## config.mk

```make
export PLATFORM = sky130hd
export DESIGN_NAME = hbgd_host
export DESIGN_NICKNAME = d
export VERILOG_FILES = /design/src/design/hbgd_pkg.sv /design/src/design/hbgd_sense_if.sv /design/src/design/hbgd_host.sv /design/src/design/hbgd_sense.sv
export SDC_FILE = /design/constraint.sdc
export NUM_CORES = 1
export LEC_CHECK = 0
export BUFFER_PORTS_ARGS = -buffer_cell sky130_fd_sc_hd__buf_2
export CAP_MARGIN = 15
export CORE_MARGIN = 5
export CORE_UTILIZATION = 60
export CTS_BUF_LIST = sky130_fd_sc_hd__clkbuf_8
export DETAILED_ROUTE_END_ITERATION = 10
export PLACE_DENSITY = 0.88
export SLEW_MARGIN = 20
export SYNTH_ARGS = -nofsm -noshare
export SYNTH_HDL_FRONTEND = slang
export SYNTH_HIERARCHICAL = 1
export SYNTH_SLANG_ARGS = --single-unit
```

## constraint.sdc

```tcl
create_clock -name clk -period 3.1 [get_ports clk]
set_input_delay 0.62 -clock clk [delete_from_list [all_inputs] [get_ports clk]]
set_output_delay 0.62 -clock clk [all_outputs]
set_load 0.01 [all_outputs]
```

## src/design/hbgd_pkg.sv

```systemverilog
// Constants and types of the half-bridge gate driver host controller
package hbgd_pkg;
  localparam int CLK_PERIOD_PS = 5000;
  // Register byte offsets
  localparam logic [7:0] OFS_CTRL = 8'h00;
  localparam logic [7:0] OFS_DEAD = 8'h04;
  localparam logic [7:0] OFS_STAT = 8'h08;
  localparam logic [7:0] OFS_FRST = 8'h0c;
  localparam logic [7:0] OFS_TEMP = 8'h10;
  localparam logic [7:0] OFS_IRQ_STAT = 8'h14;
  localparam logic [7:0] OFS_IRQ_EN = 8'h18;
  localparam logic [7:0] OFS_IRQ_CLR = 8'h1c;
  // Control fields
  localparam int CTRL_SUPPLY_BIT = 0;
  localparam int CTRL_LEN_BIT = 1;
  localparam int CTRL_RUN_BIT = 2;
  localparam int CTRL_W = 3;
  localparam logic [CTRL_W-1:0] CTRL_RESET = 3'h0;
  // Status fields
  localparam int STAT_FAULT_OK_BIT = 0;
  localparam int STAT_RST_BUSY_BIT = 1;
  localparam int STAT_HS_BIT = 2;
  localparam int STAT_LS_BIT = 3;
  // Interrupt fields
  localparam int IRQ_FAULT_BIT = 0;
  localparam int IRQ_RECOVER_BIT = 1;
  localparam int IRQ_TEMP_BIT = 2;
  localparam int IRQ_W = 3;
  // Timing
  localparam int DEAD_TIME_NS = 2000;
  localparam int DEAD_W = 16;
  localparam logic [DEAD_W-1:0] DEAD_RESET =
    DEAD_W'((DEAD_TIME_NS * 1000) / CLK_PERIOD_PS);
  localparam int RST_PULSE_NS = 500;
  localparam int RST_CYC =
    (RST_PULSE_NS * 1000 + CLK_PERIOD_PS - 1) / CLK_PERIOD_PS;
  localparam int RST_W = 8;
  localparam int TEMP_WIN_CYC = 200000;
  localparam int TEMP_CNT_W = 24;
  typedef enum logic [1:0] {GS_IDLE, GS_DEAD, GS_HIGH, GS_LOW} hbgd_gate_e;
endpackage

```

## src/design/hbgd_sense_if.sv

```systemverilog
// Recovered feedback from the driver, passed from receiver to core
`timescale 1ns/1ps
`default_nettype none
interface hbgd_sense_if;
  import hbgd_pkg::*;
  logic fault_ok;
  logic [TEMP_CNT_W-1:0] temp_count;
  logic temp_done;
  modport src (output fault_ok, output temp_count, output temp_done);
  modport dst (input fault_ok, input temp_count, input temp_done);
endinterface
`default_nettype wire

```

## src/design/hbgd_host.sv

```systemverilog
// Host controller for a two-channel isolated half-bridge gate driver
// Function
// - PWM, fault and temperature travel as signal plus complement pairs.
// - Receivers recover a level by comparing both lines of a pair.
// - Controller inserts its own dead time between the two commands.
// - Controller clears overcurrent with a reset pulse of 500 ns or more.
// - Controller releases supplies before enabling the PWM path.
//
// Added by the designer: the placing of the registers and the APB register port.
`timescale 1ns/1ps
`default_nettype none
module hbgd_host #(
  parameter int TEMP_WIN = hbgd_pkg::TEMP_WIN_CYC
) (
  input wire logic clk,
  input wire logic sys_rst,
  input wire logic psel,
  input wire logic penable,
  input wire logic pwrite,
  input wire logic [7:0] paddr,
  input wire logic [31:0] pwdata,
  output var logic [31:0] prdata,
  output var logic pready,
  output var logic pslverr,
  input wire logic pwm_demand,
  output var logic high_side_gate_cmd_p,
  output var logic high_side_gate_cmd_n,
  output var logic low_side_gate_cmd_p,
  output var logic low_side_gate_cmd_n,
  input wire logic fault_p,
  input wire logic fault_n,
  input wire logic module_temp_freq_out_p,
  input wire logic module_temp_freq_out_n,
  output var logic iso_supply_disable_n,
  output var logic logic_input_enable,
  output var logic fault_reset,
  output var logic irq
);
  import hbgd_pkg::*;

  hbgd_sense_if sense ();

  hbgd_sense #(.TEMP_WIN(TEMP_WIN)) u_sense (
    .clk(clk),
    .sys_rst(sys_rst),
    .fault_p(fault_p),
    .fault_n(fault_n),
    .temp_p(module_temp_freq_out_p),
    .temp_n(module_temp_freq_out_n),
    .sense(sense.src)
  );

  logic [CTRL_W-1:0] ctrl_ff;
  logic [DEAD_W-1:0] dead_ff;
  logic [IRQ_W-1:0] irq_stat_ff;
  logic [IRQ_W-1:0] irq_en_ff;
  logic [31:0] prdata_ff;
  logic pready_ff;
  logic pslverr_ff;
  hbgd_gate_e state_ff;
  hbgd_gate_e nxt_state;
  hbgd_gate_e target;
  logic [DEAD_W-1:0] dcnt_ff;
  logic [DEAD_W-1:0] nxt_dcnt;
  logic hs_ff;
  logic ls_ff;
  logic supply_ff;
  logic len_ff;
  logic frst_ff;
  logic [RST_W-1:0] rcnt_ff;
  logic fault_ok_d_ff;
  logic irq_ff;

  // Bus decode
  logic access;
  logic wr_en;
  logic rd_take;
  logic hit;
  logic [31:0] rd_mux;
  logic [IRQ_W-1:0] irq_set;
  logic [IRQ_W-1:0] irq_clr;
  logic frst_start;
  logic path_ok;
  logic [IRQ_W-1:0] nxt_irq_en;

  assign access = psel & penable;
  assign wr_en = access & pready_ff & pwrite;
  assign rd_take = access & ~pready_ff;
  assign hit = (paddr == OFS_CTRL) || (paddr == OFS_DEAD) ||
               (paddr == OFS_STAT) || (paddr == OFS_FRST) ||
               (paddr == OFS_TEMP) || (paddr == OFS_IRQ_STAT) ||
               (paddr == OFS_IRQ_EN) || (paddr == OFS_IRQ_CLR);
  assign rd_mux =
    (paddr == OFS_CTRL) ? 32'(ctrl_ff) :
    (paddr == OFS_DEAD) ? 32'(dead_ff) :
    (paddr == OFS_STAT) ? 32'({ls_ff, hs_ff, frst_ff,
                               sense.fault_ok}) :
    (paddr == OFS_TEMP) ? 32'(sense.temp_count) :
    (paddr == OFS_IRQ_STAT) ? 32'(irq_stat_ff) :
    (paddr == OFS_IRQ_EN) ? 32'(irq_en_ff) : 32'h0000_0000;
  assign frst_start = wr_en && (paddr == OFS_FRST) && pwdata[0];
  assign irq_clr = (wr_en && (paddr == OFS_IRQ_CLR)) ?
                   pwdata[IRQ_W-1:0] : '0;
  assign nxt_irq_en = (wr_en && (paddr == OFS_IRQ_EN)) ?
                      pwdata[IRQ_W-1:0] : irq_en_ff;
  assign irq_set = {sense.temp_done,
                    sense.fault_ok & ~fault_ok_d_ff,
                    ~sense.fault_ok & fault_ok_d_ff};

  always_ff @(posedge clk) begin
    if (sys_rst) begin
      pready_ff <= 1'b0;
      pslverr_ff <= 1'b0;
      prdata_ff <= 32'h0000_0000;
    end else begin
      pready_ff <= rd_take;
      pslverr_ff <= rd_take & ~hit;
      if (rd_take) begin
        prdata_ff <= pwrite ? 32'h0000_0000 : rd_mux;
      end
    end
  end

  always_ff @(posedge clk) begin
    if (sys_rst) begin
      ctrl_ff <= CTRL_RESET;
      dead_ff <= DEAD_RESET;
      irq_en_ff <= '0;
    end else if (wr_en) begin
      if (paddr == OFS_CTRL) ctrl_ff <= pwdata[CTRL_W-1:0];
      if (paddr == OFS_DEAD) dead_ff <= pwdata[DEAD_W-1:0];
      if (paddr == OFS_IRQ_EN) irq_en_ff <= pwdata[IRQ_W-1:0];
    end
  end

  // Set beats clear in the same cycle
  always_ff @(posedge clk) begin
    if (sys_rst) begin
      irq_stat_ff <= '0;
      fault_ok_d_ff <= 1'b0;
      irq_ff <= 1'b0;
    end else begin
      irq_stat_ff <= (irq_stat_ff & ~irq_clr) | irq_set;
      fault_ok_d_ff <= sense.fault_ok;
      // Next enable too, so the line never lags an enable write
      irq_ff <= |(((irq_stat_ff & ~irq_clr) | irq_set) & nxt_irq_en);
    end
  end

  // Enable only follows a released supply; dropping supply drops it too
  always_ff @(posedge clk) begin
    if (sys_rst) begin
      supply_ff <= 1'b0;
      len_ff <= 1'b0;
    end else begin
      supply_ff <= ctrl_ff[CTRL_SUPPLY_BIT];
      len_ff <= ctrl_ff[CTRL_LEN_BIT] & supply_ff &
                ctrl_ff[CTRL_SUPPLY_BIT];
    end
  end

  // Fault reset pulse of fixed minimum width
  always_ff @(posedge clk) begin
    if (sys_rst) begin
      frst_ff <= 1'b0;
      rcnt_ff <= '0;
    end else if (frst_start && !frst_ff) begin
      frst_ff <= 1'b1;
      rcnt_ff <= RST_W'(RST_CYC - 1);
    end else if (frst_ff) begin
      if (rcnt_ff == '0) frst_ff <= 1'b0;
      else rcnt_ff <= rcnt_ff - 1'b1;
    end
  end

  // Gate sequencer: every change of side passes through a dead interval
  assign path_ok = ctrl_ff[CTRL_RUN_BIT] & len_ff & sense.fault_ok;
  assign target = !path_ok ? GS_IDLE : (pwm_demand ? GS_HIGH : GS_LOW);

  always_comb begin
    nxt_state = state_ff;
    nxt_dcnt = dcnt_ff;
    case (state_ff)
      GS_IDLE: begin
        if (target != GS_IDLE) begin
          nxt_state = GS_DEAD;
          nxt_dcnt = dead_ff;
        end
      end
      GS_DEAD: begin
        if (dcnt_ff == '0) nxt_state = target;
        else nxt_dcnt = dcnt_ff - 1'b1;
      end
      GS_HIGH, GS_LOW: begin
        if (target != state_ff) begin
          nxt_state = GS_DEAD;
          nxt_dcnt = dead_ff;
        end
      end
      default: nxt_state = GS_IDLE;
    endcase
  end

  always_ff @(posedge clk) begin
    if (sys_rst) begin
      state_ff <= GS_IDLE;
      dcnt_ff <= '0;
      hs_ff <= 1'b0;
      ls_ff <= 1'b0;
    end else begin
      state_ff <= nxt_state;
      dcnt_ff <= nxt_dcnt;
      hs_ff <= (nxt_state == GS_HIGH);
      ls_ff <= (nxt_state == GS_LOW);
    end
  end

  // Complement lines come from their own flip-flops, loaded with the inverted next state
  logic hs_n_ff;
  logic ls_n_ff;
  always_ff @(posedge clk) begin
    if (sys_rst) begin
      hs_n_ff <= 1'b1;
      ls_n_ff <= 1'b1;
    end else begin
      hs_n_ff <= ~(nxt_state == GS_HIGH);
      ls_n_ff <= ~(nxt_state == GS_LOW);
    end
  end

  assign prdata = prdata_ff;
  assign pready = pready_ff;
  assign pslverr = pslverr_ff;
  assign high_side_gate_cmd_p = hs_ff;
  assign high_side_gate_cmd_n = hs_n_ff;
  assign low_side_gate_cmd_p = ls_ff;
  assign low_side_gate_cmd_n = ls_n_ff;
  assign iso_supply_disable_n = supply_ff;
  assign logic_input_enable = len_ff;
  assign fault_reset = frst_ff;
  assign irq = irq_ff;

  // Checking helpers
  logic [DEAD_W:0] gap_cnt;
  logic [RST_W:0] rhi_cnt;
  always_ff @(posedge clk) begin
    if (sys_rst) begin
      gap_cnt <= '0;
      rhi_cnt <= '0;
    end else begin
      gap_cnt <= (hs_ff | ls_ff) ? '0 : gap_cnt + 1'b1;
      rhi_cnt <= frst_ff ? rhi_cnt + 1'b1 : '0;
    end
  end
endmodule
`default_nettype wire

```

## src/design/hbgd_sense.sv

```systemverilog
// Differential feedback receiver with synchroniser and frequency counter
`timescale 1ns/1ps
`default_nettype none
module hbgd_sense #(
  parameter int TEMP_WIN = hbgd_pkg::TEMP_WIN_CYC
) (
  input wire logic clk,
  input wire logic sys_rst,
  input wire logic fault_p,
  input wire logic fault_n,
  input wire logic temp_p,
  input wire logic temp_n,
  hbgd_sense_if.src sense
);
  import hbgd_pkg::*;
  localparam int WIN_W = $clog2(TEMP_WIN + 1);
  logic [3:0] raw;
  logic [3:0] sync1_ff;
  logic [3:0] sync2_ff;
  logic temp_prev_ff;
  logic [WIN_W-1:0] win_ff;
  logic [TEMP_CNT_W-1:0] edges_ff;
  logic [TEMP_CNT_W-1:0] count_ff;
  logic done_ff;
  logic temp_rx;
  logic temp_edge;
  logic win_end;

  assign raw = {temp_n, temp_p, fault_n, fault_p};

  // Two stages before any use of the asynchronous feedback
  for (genvar i = 0; i < 4; i++) begin : g_sync
    always_ff @(posedge clk) begin
      if (sys_rst) begin
        sync1_ff[i] <= 1'b0;
        sync2_ff[i] <= 1'b0;
      end else begin
        sync1_ff[i] <= raw[i];
        sync2_ff[i] <= sync1_ff[i];
      end
    end
  end

  // Equal lines read as fault, so a broken cable stops the bridge
  assign sense.fault_ok = sync2_ff[0] & ~sync2_ff[1];
  assign temp_rx = sync2_ff[2] & ~sync2_ff[3];
  assign temp_edge = temp_rx & ~temp_prev_ff;
  assign win_end = (win_ff == WIN_W'(TEMP_WIN - 1));
  assign sense.temp_count = count_ff;
  assign sense.temp_done = done_ff;

  always_ff @(posedge clk) begin
    if (sys_rst) begin
      temp_prev_ff <= 1'b0;
      win_ff <= '0;
      edges_ff <= '0;
      count_ff <= '0;
      done_ff <= 1'b0;
    end else begin
      temp_prev_ff <= temp_rx;
      win_ff <= win_end ? '0 : win_ff + 1'b1;
      done_ff <= win_end;
      if (win_end) begin
        count_ff <= edges_ff + TEMP_CNT_W'(temp_edge);
        edges_ff <= '0;
      end else begin
        edges_ff <= edges_ff + TEMP_CNT_W'(temp_edge);
      end
    end
  end
endmodule
`default_nettype wire

```

# After elaboration in Yosys (flattened, before gate mapping)
# Index checks and enable logic that the tools add are counted.
# word_totals
register_bits	170
input_bits	50
out_inout_bits	42
wordCells	137
# classes
n_addsub	4
eq_ne	18
mux	25
n_bitwise	28
reduce_logical	29
# op_table
operator	n
24-bit 2-to-1 mux	5
16-bit 2-to-1 mux	3
16-bit one-hot mux with 3 select lines	1
8-bit by 5-bit == test with 1-bit output (second input constant)	4
24-bit by 1-bit adder with 24-bit output	1
7-bit 2-to-1 mux	3
18-bit by 1-bit adder with 18-bit output (second input constant)	1
18-bit == test (second input constant)	1
8-bit by 4-bit == test with 1-bit output (second input constant)	2
16-bit logical NOT	1
8-bit logical NOT	2
16-bit by 1-bit subtractor with 16-bit output (second input constant)	1
1-bit bitwise AND	14
3-bit 2-to-1 mux	4
1-bit NOT	10
2-bit AND reduction	5
2-bit == test (second input constant)	4
8-bit by 3-bit == test with 1-bit output (second input constant)	1
2-bit 2-to-1 mux	4
2-bit != test (second input constant)	4
8-bit by 1-bit subtractor with 8-bit output (second input constant)	1
1-bit logical OR	7
3-bit bitwise AND	2
2-bit one-hot mux with 3 select lines	1
12 further kinds	22

# Logic depth before layout (Yosys ltp)
# depth
word_depth	10
ltp_mapped	9
ltp_nobuf	8

# Cells and area by module
# Netlist, hierarchy kept.
# modules_own_cells
mod	instances	cells_per_inst	area_each_um2	seq_area_each_um2
hbgd_host	1	521	4149.0	1721.7
hbgd_sense	1	339	3121.7	1521.5

# Worst setup path after synthesis
# No wires, ideal clock.
# synth_path
kind	in2reg
from	in paddr[4]
to	reg rcnt_ff[6]
setup_ps	74
t_arrival_ps	2191
required_ps	3026
slack_ps	835
stages	5
n_path_buf	1
path_cell_list	or4_4 -> or2_1 -> buf_6 -> or4b_4 -> a31oi_1
# synth_between
elab_chain_cells	6
elab_cells_between_ends	8
cone_classes	eq/ne: 2; mux: 1; reduce/logical: 5
# synth_rtl
element	line	source
from (decl)	hbgd_host.sv:20	input wire logic [7:0] paddr,
8-bit by 4-bit == test with 1-bit output *	hbgd_host.sv:101	assign frst_start = wr_en && (paddr == OFS_FRST) && pwdata[0];
1-bit logical AND * (2 in a row)	hbgd_host.sv:101	
1-bit logical AND *	hbgd_host.sv:167	end else if (frst_start && !frst_ff) begin
2-bit != test (no line) or 2-bit nonzero test (tied branches)	--	
2-bit AND reduction (no line)	--	
to (signal assigned)	hbgd_host.sv:169	rcnt_ff <= RST_W'(RST_CYC - 1);
to (signal assigned)	hbgd_host.sv:172	else rcnt_ff <= rcnt_ff - 1'b1;
to (decl)	hbgd_host.sv:70	logic [RST_W-1:0] rcnt_ff;
# Every way passes the cells marked *; elsewhere a longest branch is shown, timed or not.
# A chain may end at the register's enable or synchronous reset.

# Final worst setup path
# layout_path
from	reg u_sense.sync2_ff[3]
to	reg u_sense.edges_ff[20]
# layout_between
elab_chain_cells	4
# layout_rtl
element	line	source
from (decl)	hbgd_sense.sv:19	logic [3:0] sync2_ff;
from (signal, indexed assignment)	hbgd_sense.sv:39	sync2_ff[i] <= sync1_ff[i];
1-bit NOT	hbgd_sense.sv:46	assign temp_rx = sync2_ff[2] & ~sync2_ff[3];
1-bit bitwise AND	hbgd_sense.sv:46	
1-bit bitwise AND	hbgd_sense.sv:47	assign temp_edge = temp_rx & ~temp_prev_ff;
24-bit by 1-bit adder with 24-bit output	hbgd_sense.sv:67	edges_ff <= edges_ff + TEMP_CNT_W'(temp_edge);
to (signal assigned)	hbgd_sense.sv:67	
to (decl)	hbgd_sense.sv:22	logic [TEMP_CNT_W-1:0] edges_ff;
# No other way between the ends.

==> summary.md <==
| Metric | Value |
|---|---|
| Die H | 120 um |
| Wire per inst | 15.6 um |
| Final setup violation count | 0 |
| Post-synth EDFFs | 0 |
| Clock Skew | 0.00860 ns |
| Clock Latency Late Sink | 0.45 ns |
| Register bit total from synthesis | 162 |
| Post-DRT Antenna Nets | 0 |
| Clk root buf | clkbuf_8 |
| Worst-path clk slew | 0.08 ns |
| Synthesized area per cell | 8.45 um^2 |
| Antenna violations before repair | 0 |
| I/O pin count | 92 |
| Warnings from Yosys | 6 |
| Reg-to-Reg Start | u_sense/sync2_ff[3] |
| Worst path cell trace | nand2b_1, nor2_1, ha_1, ha_1, nand4_1, or4_4, o31ai_1, a21oi_1 |
| Via/cell ratio | 5.96 |
| Post-synthesis cell count | 860 |
| Crit path capture type | flip-flop |
| Crit path DAT | 2.82 ns |
| Hold buffer count at cts | 0 |
| Maximum fanout along the worst path | 5 |
| Cell Pwr Density | 459 nW/um^2 |
| Hpwl dp | 11.6 mm |
| Gr usage total | 23.5% |
| Yosys cell types | 68 |
| Hold Path Origin | fault_n |
| Port Buf Inserts | 67 |
| GP Congestion | 0.920 |
| Worst path slowest cell | or4_4 |
| N_diodes | 0 |
| Post-synth ARST share | 0% |
| Die area | 14,400 um^2 |
| Layout Utilization | 67.7% |
| Max incr delay on CP | 0.57 ns |
| Register-to-register setup slack | 0.59 ns |
| Multi-input gate area | 3730 um^2 |
| Lkg Pwr | 0.00291 uW |
| Synthesized cell area | 7270 um^2 |
| Clock Path Buffers | 2 |
| Most Frequent Cell on Critical Path | ha_1 |
| Min cycle time layout | 2.51 ns |
| Register area share after synthesis | 44.6% |
| Worst-margin pin slew | 0.853 ns |
| Dominant cells by area after synthesis | dfxtp_1, nand2_1, a21oi_1 |
| # fillers | 927 |
| DRC viols | 0 |
| R2R depth | 8 |
| Register area | 3240 um^2 |
| Nets | 974 |
| Largest net degree at the start of global routing | 36 |
| Min-Delay Endpoint | u_sense/sync1_ff[1] |
| Hold WC Path Type | in2reg |
| Final period util | 80.9% |
| # Max-Cap Violations | 0 |
| RSZ-0062 raised after global routing | false |
| H-tree levels | 4 |
| Post-CTS setup buffers | 0 |
| Hold depth | 2 |
| Reg-to-Reg End | u_sense/edges_ff[20] |
| Outcome | complete, no violations |
| Dominant cell type by area after synthesis | dfxtp_1 |
| Rel. slew slack | 42.7% |
| Final Slew Violations | 0 |
| DRT Wirelength | 16.8 mm |
| Post_cts resized | 0 |
| Ys flop type | dfxtp_1 |
| Initial core utilization | 60.8% |
| Vias in the first global route | 5,958 |
| DR pass1 iterations | 5 |
| Die width | 120 um |
| CP required | 3.41 ns |
| Clock sink count | 162 |
| First-pass GRT wire length | 27.8 mm |
| Share of layout cells above drive strength 1 | 14.9% |
| Final hold vios | 0 |
| Layout area overhead | 11.3% |
| Row cnt | 40 |
| Initial DRC Count | 567 |
| Top delay family on crit path | simple AND/OR/NAND/NOR gates |
| Fmax | 399 MHz |
| GR Overflow Total | 0 |
| CTS tree | done |
| VDD IR max | 0.534 mV |
| Synth top area share | 44.6% |
| Num CTS Buffers | 17 |
| Via count | 6,412 |
| Core area | 12,000 um^2 |
| Crit path kind | reg2reg |
| Crit path buf inv count | 0 |
| Critical path startpoint category | flip-flop |
| Setup TNS Final | 0 ns |
[cells by family (layout without fill, tap and decap cells)]
| logic type | after synthesis | after routing | share of synthesized area [%] |
|---|---|---|---|
| AND/OR/NAND/NOR | 375 | 375 | 26.8 |
| other | 1 | 8 | 0.0516 |
| AO/OA/AOI/OAI | 197 | 197 | 17.3 |
| buffers and inverters | 75 | 137 | 4.59 |
| flip-flops | 162 | 162 | 44.6 |
| XOR/XNOR | 32 | 32 | 3.85 |
| multiplexers | 10 | 10 | 1.39 |
| adder cells (fa/ha/maj) | 8 | 8 | 1.38 |
[sequential cells by signal, indices dropped and copies added (netlist names), 2 cells and up]
signal,cells
prdata,24
u_sense/edges_ff,24
u_sense/sense.temp_count,24
u_sense/win_ff,18
dcnt_ff,16
dead_ff,16
rcnt_ff,8
u_sense/sync1_ff,4
u_sense/sync2_ff,4
ctrl_ff,3
irq_en_ff,3
irq_stat_ff,3
state_ff,2
[how the worst max path moves through the flow]
stage                        startpoint                   end  slack (ns)  cells after the start
global route        u_sense/sync2_ff[3]  u_sense/edges_ff[20]        0.45                      8
CTS                 u_sense/sync2_ff[3]  u_sense/edges_ff[20]        0.62                      8
floorplan                      paddr[4]            rcnt_ff[6]        0.83                      5
detailed placement             paddr[4]           dead_ff[13]        0.51                      6
global placement               paddr[4]            dead_ff[5]        0.58                      6
finish              u_sense/sync2_ff[3]  u_sense/edges_ff[20]        0.59                      8
[routing by layer]
| layer | wire length [um] | vias up | track usage [%] | share of wire, % |
|---|---|---|---|---|
| met5 | 0 | - | 0 | 0 |
| met4 | 256 | 0 | 7.30 | 1.5 |
| met3 | 1160 | 28 | 6.46 | 6.9 |
| met2 | 8010 | 229 | 38.5 | 48 |
| met1 | 7370 | 2977 | 30.2 | 44 |
| li1 | - | 3178 | - | - |
[metrics by stage]
stage | total power, uW | worst slack, ns | hold slack [ns] | cell area (um^2) | cells
final | 3720 | 0.591 | 0.374 | 8100 | 1076
after global routing | 3860 | 0.445 | 0.363 | 8100 | 1076
after CTS | 3750 | 0.623 | 0.346 | 8090 | 1076
after detailed placement | 2280 | 0.508 | 0.423 | 7700 | 1044
after global placement | 2270 | 0.576 | 0.415 | 7700 | 1044
after floorplan | 2230 | 0.835 | 0.414 | 7300 | 867
[final cells by class]
| cell class | instances | area share, % |
|---|---|---|
| flip-flops and latches | 162 | 40.1 |
| inverters | 22 | 1.02 |
| well taps | 147 | 2.27 |
| multi-input cells | 630 | 46.1 |
| clock inverters | 14 | 1.75 |
| repair buffers | 83 | 5.78 |
| clock buffers | 18 | 3.06 |
[placed cells by master, fill, tap and decap left out, types with 7 or more instances in the layout]
cell type,netlist,layout
dfxtp_1,162,162
nand2_1,107,107
nor2_1,68,67
buf_2,11,67
a21oi_1,66,66
o21ai_0,40,40
nand3_1,35,35
xnor2_1,27,27
nor3_1,24,24
inv_1,21,23
nand4_1,21,21
nor4_1,20,20
nor2b_1,18,18
o211ai_1,18,18
clkbuf_8,0,18
nand2b_1,16,15
buf_4,8,15
or3_1,13,13
o2bb2ai_1,13,13
a22oi_1,12,12
mux2i_1,9,9
o31ai_1,8,8
ha_1,8,8
conb_1,1,8
or2_2,7,7
[power breakdown]
group          internal, uW  switching, uW  leakage [uW]
clock                   731            760      0.000190
sequential             2090           6.81       0.00131
combinational          45.0           87.1       0.00141
total                  2870            853       0.00291
[cell usage after synthesis, drive strengths merged, types with 16 or more instances]
master and number:
dfxtp 162, nand2 107, nor2 68, a21oi 67, o21ai 42, nand3 35
clkbuf 33, xnor2 27, nor3 26, nand4 22, inv 21, nor4 21
buf 20, nor2b 18, o211ai 18, nand2b 16
(Power assumes the default switching activity.)
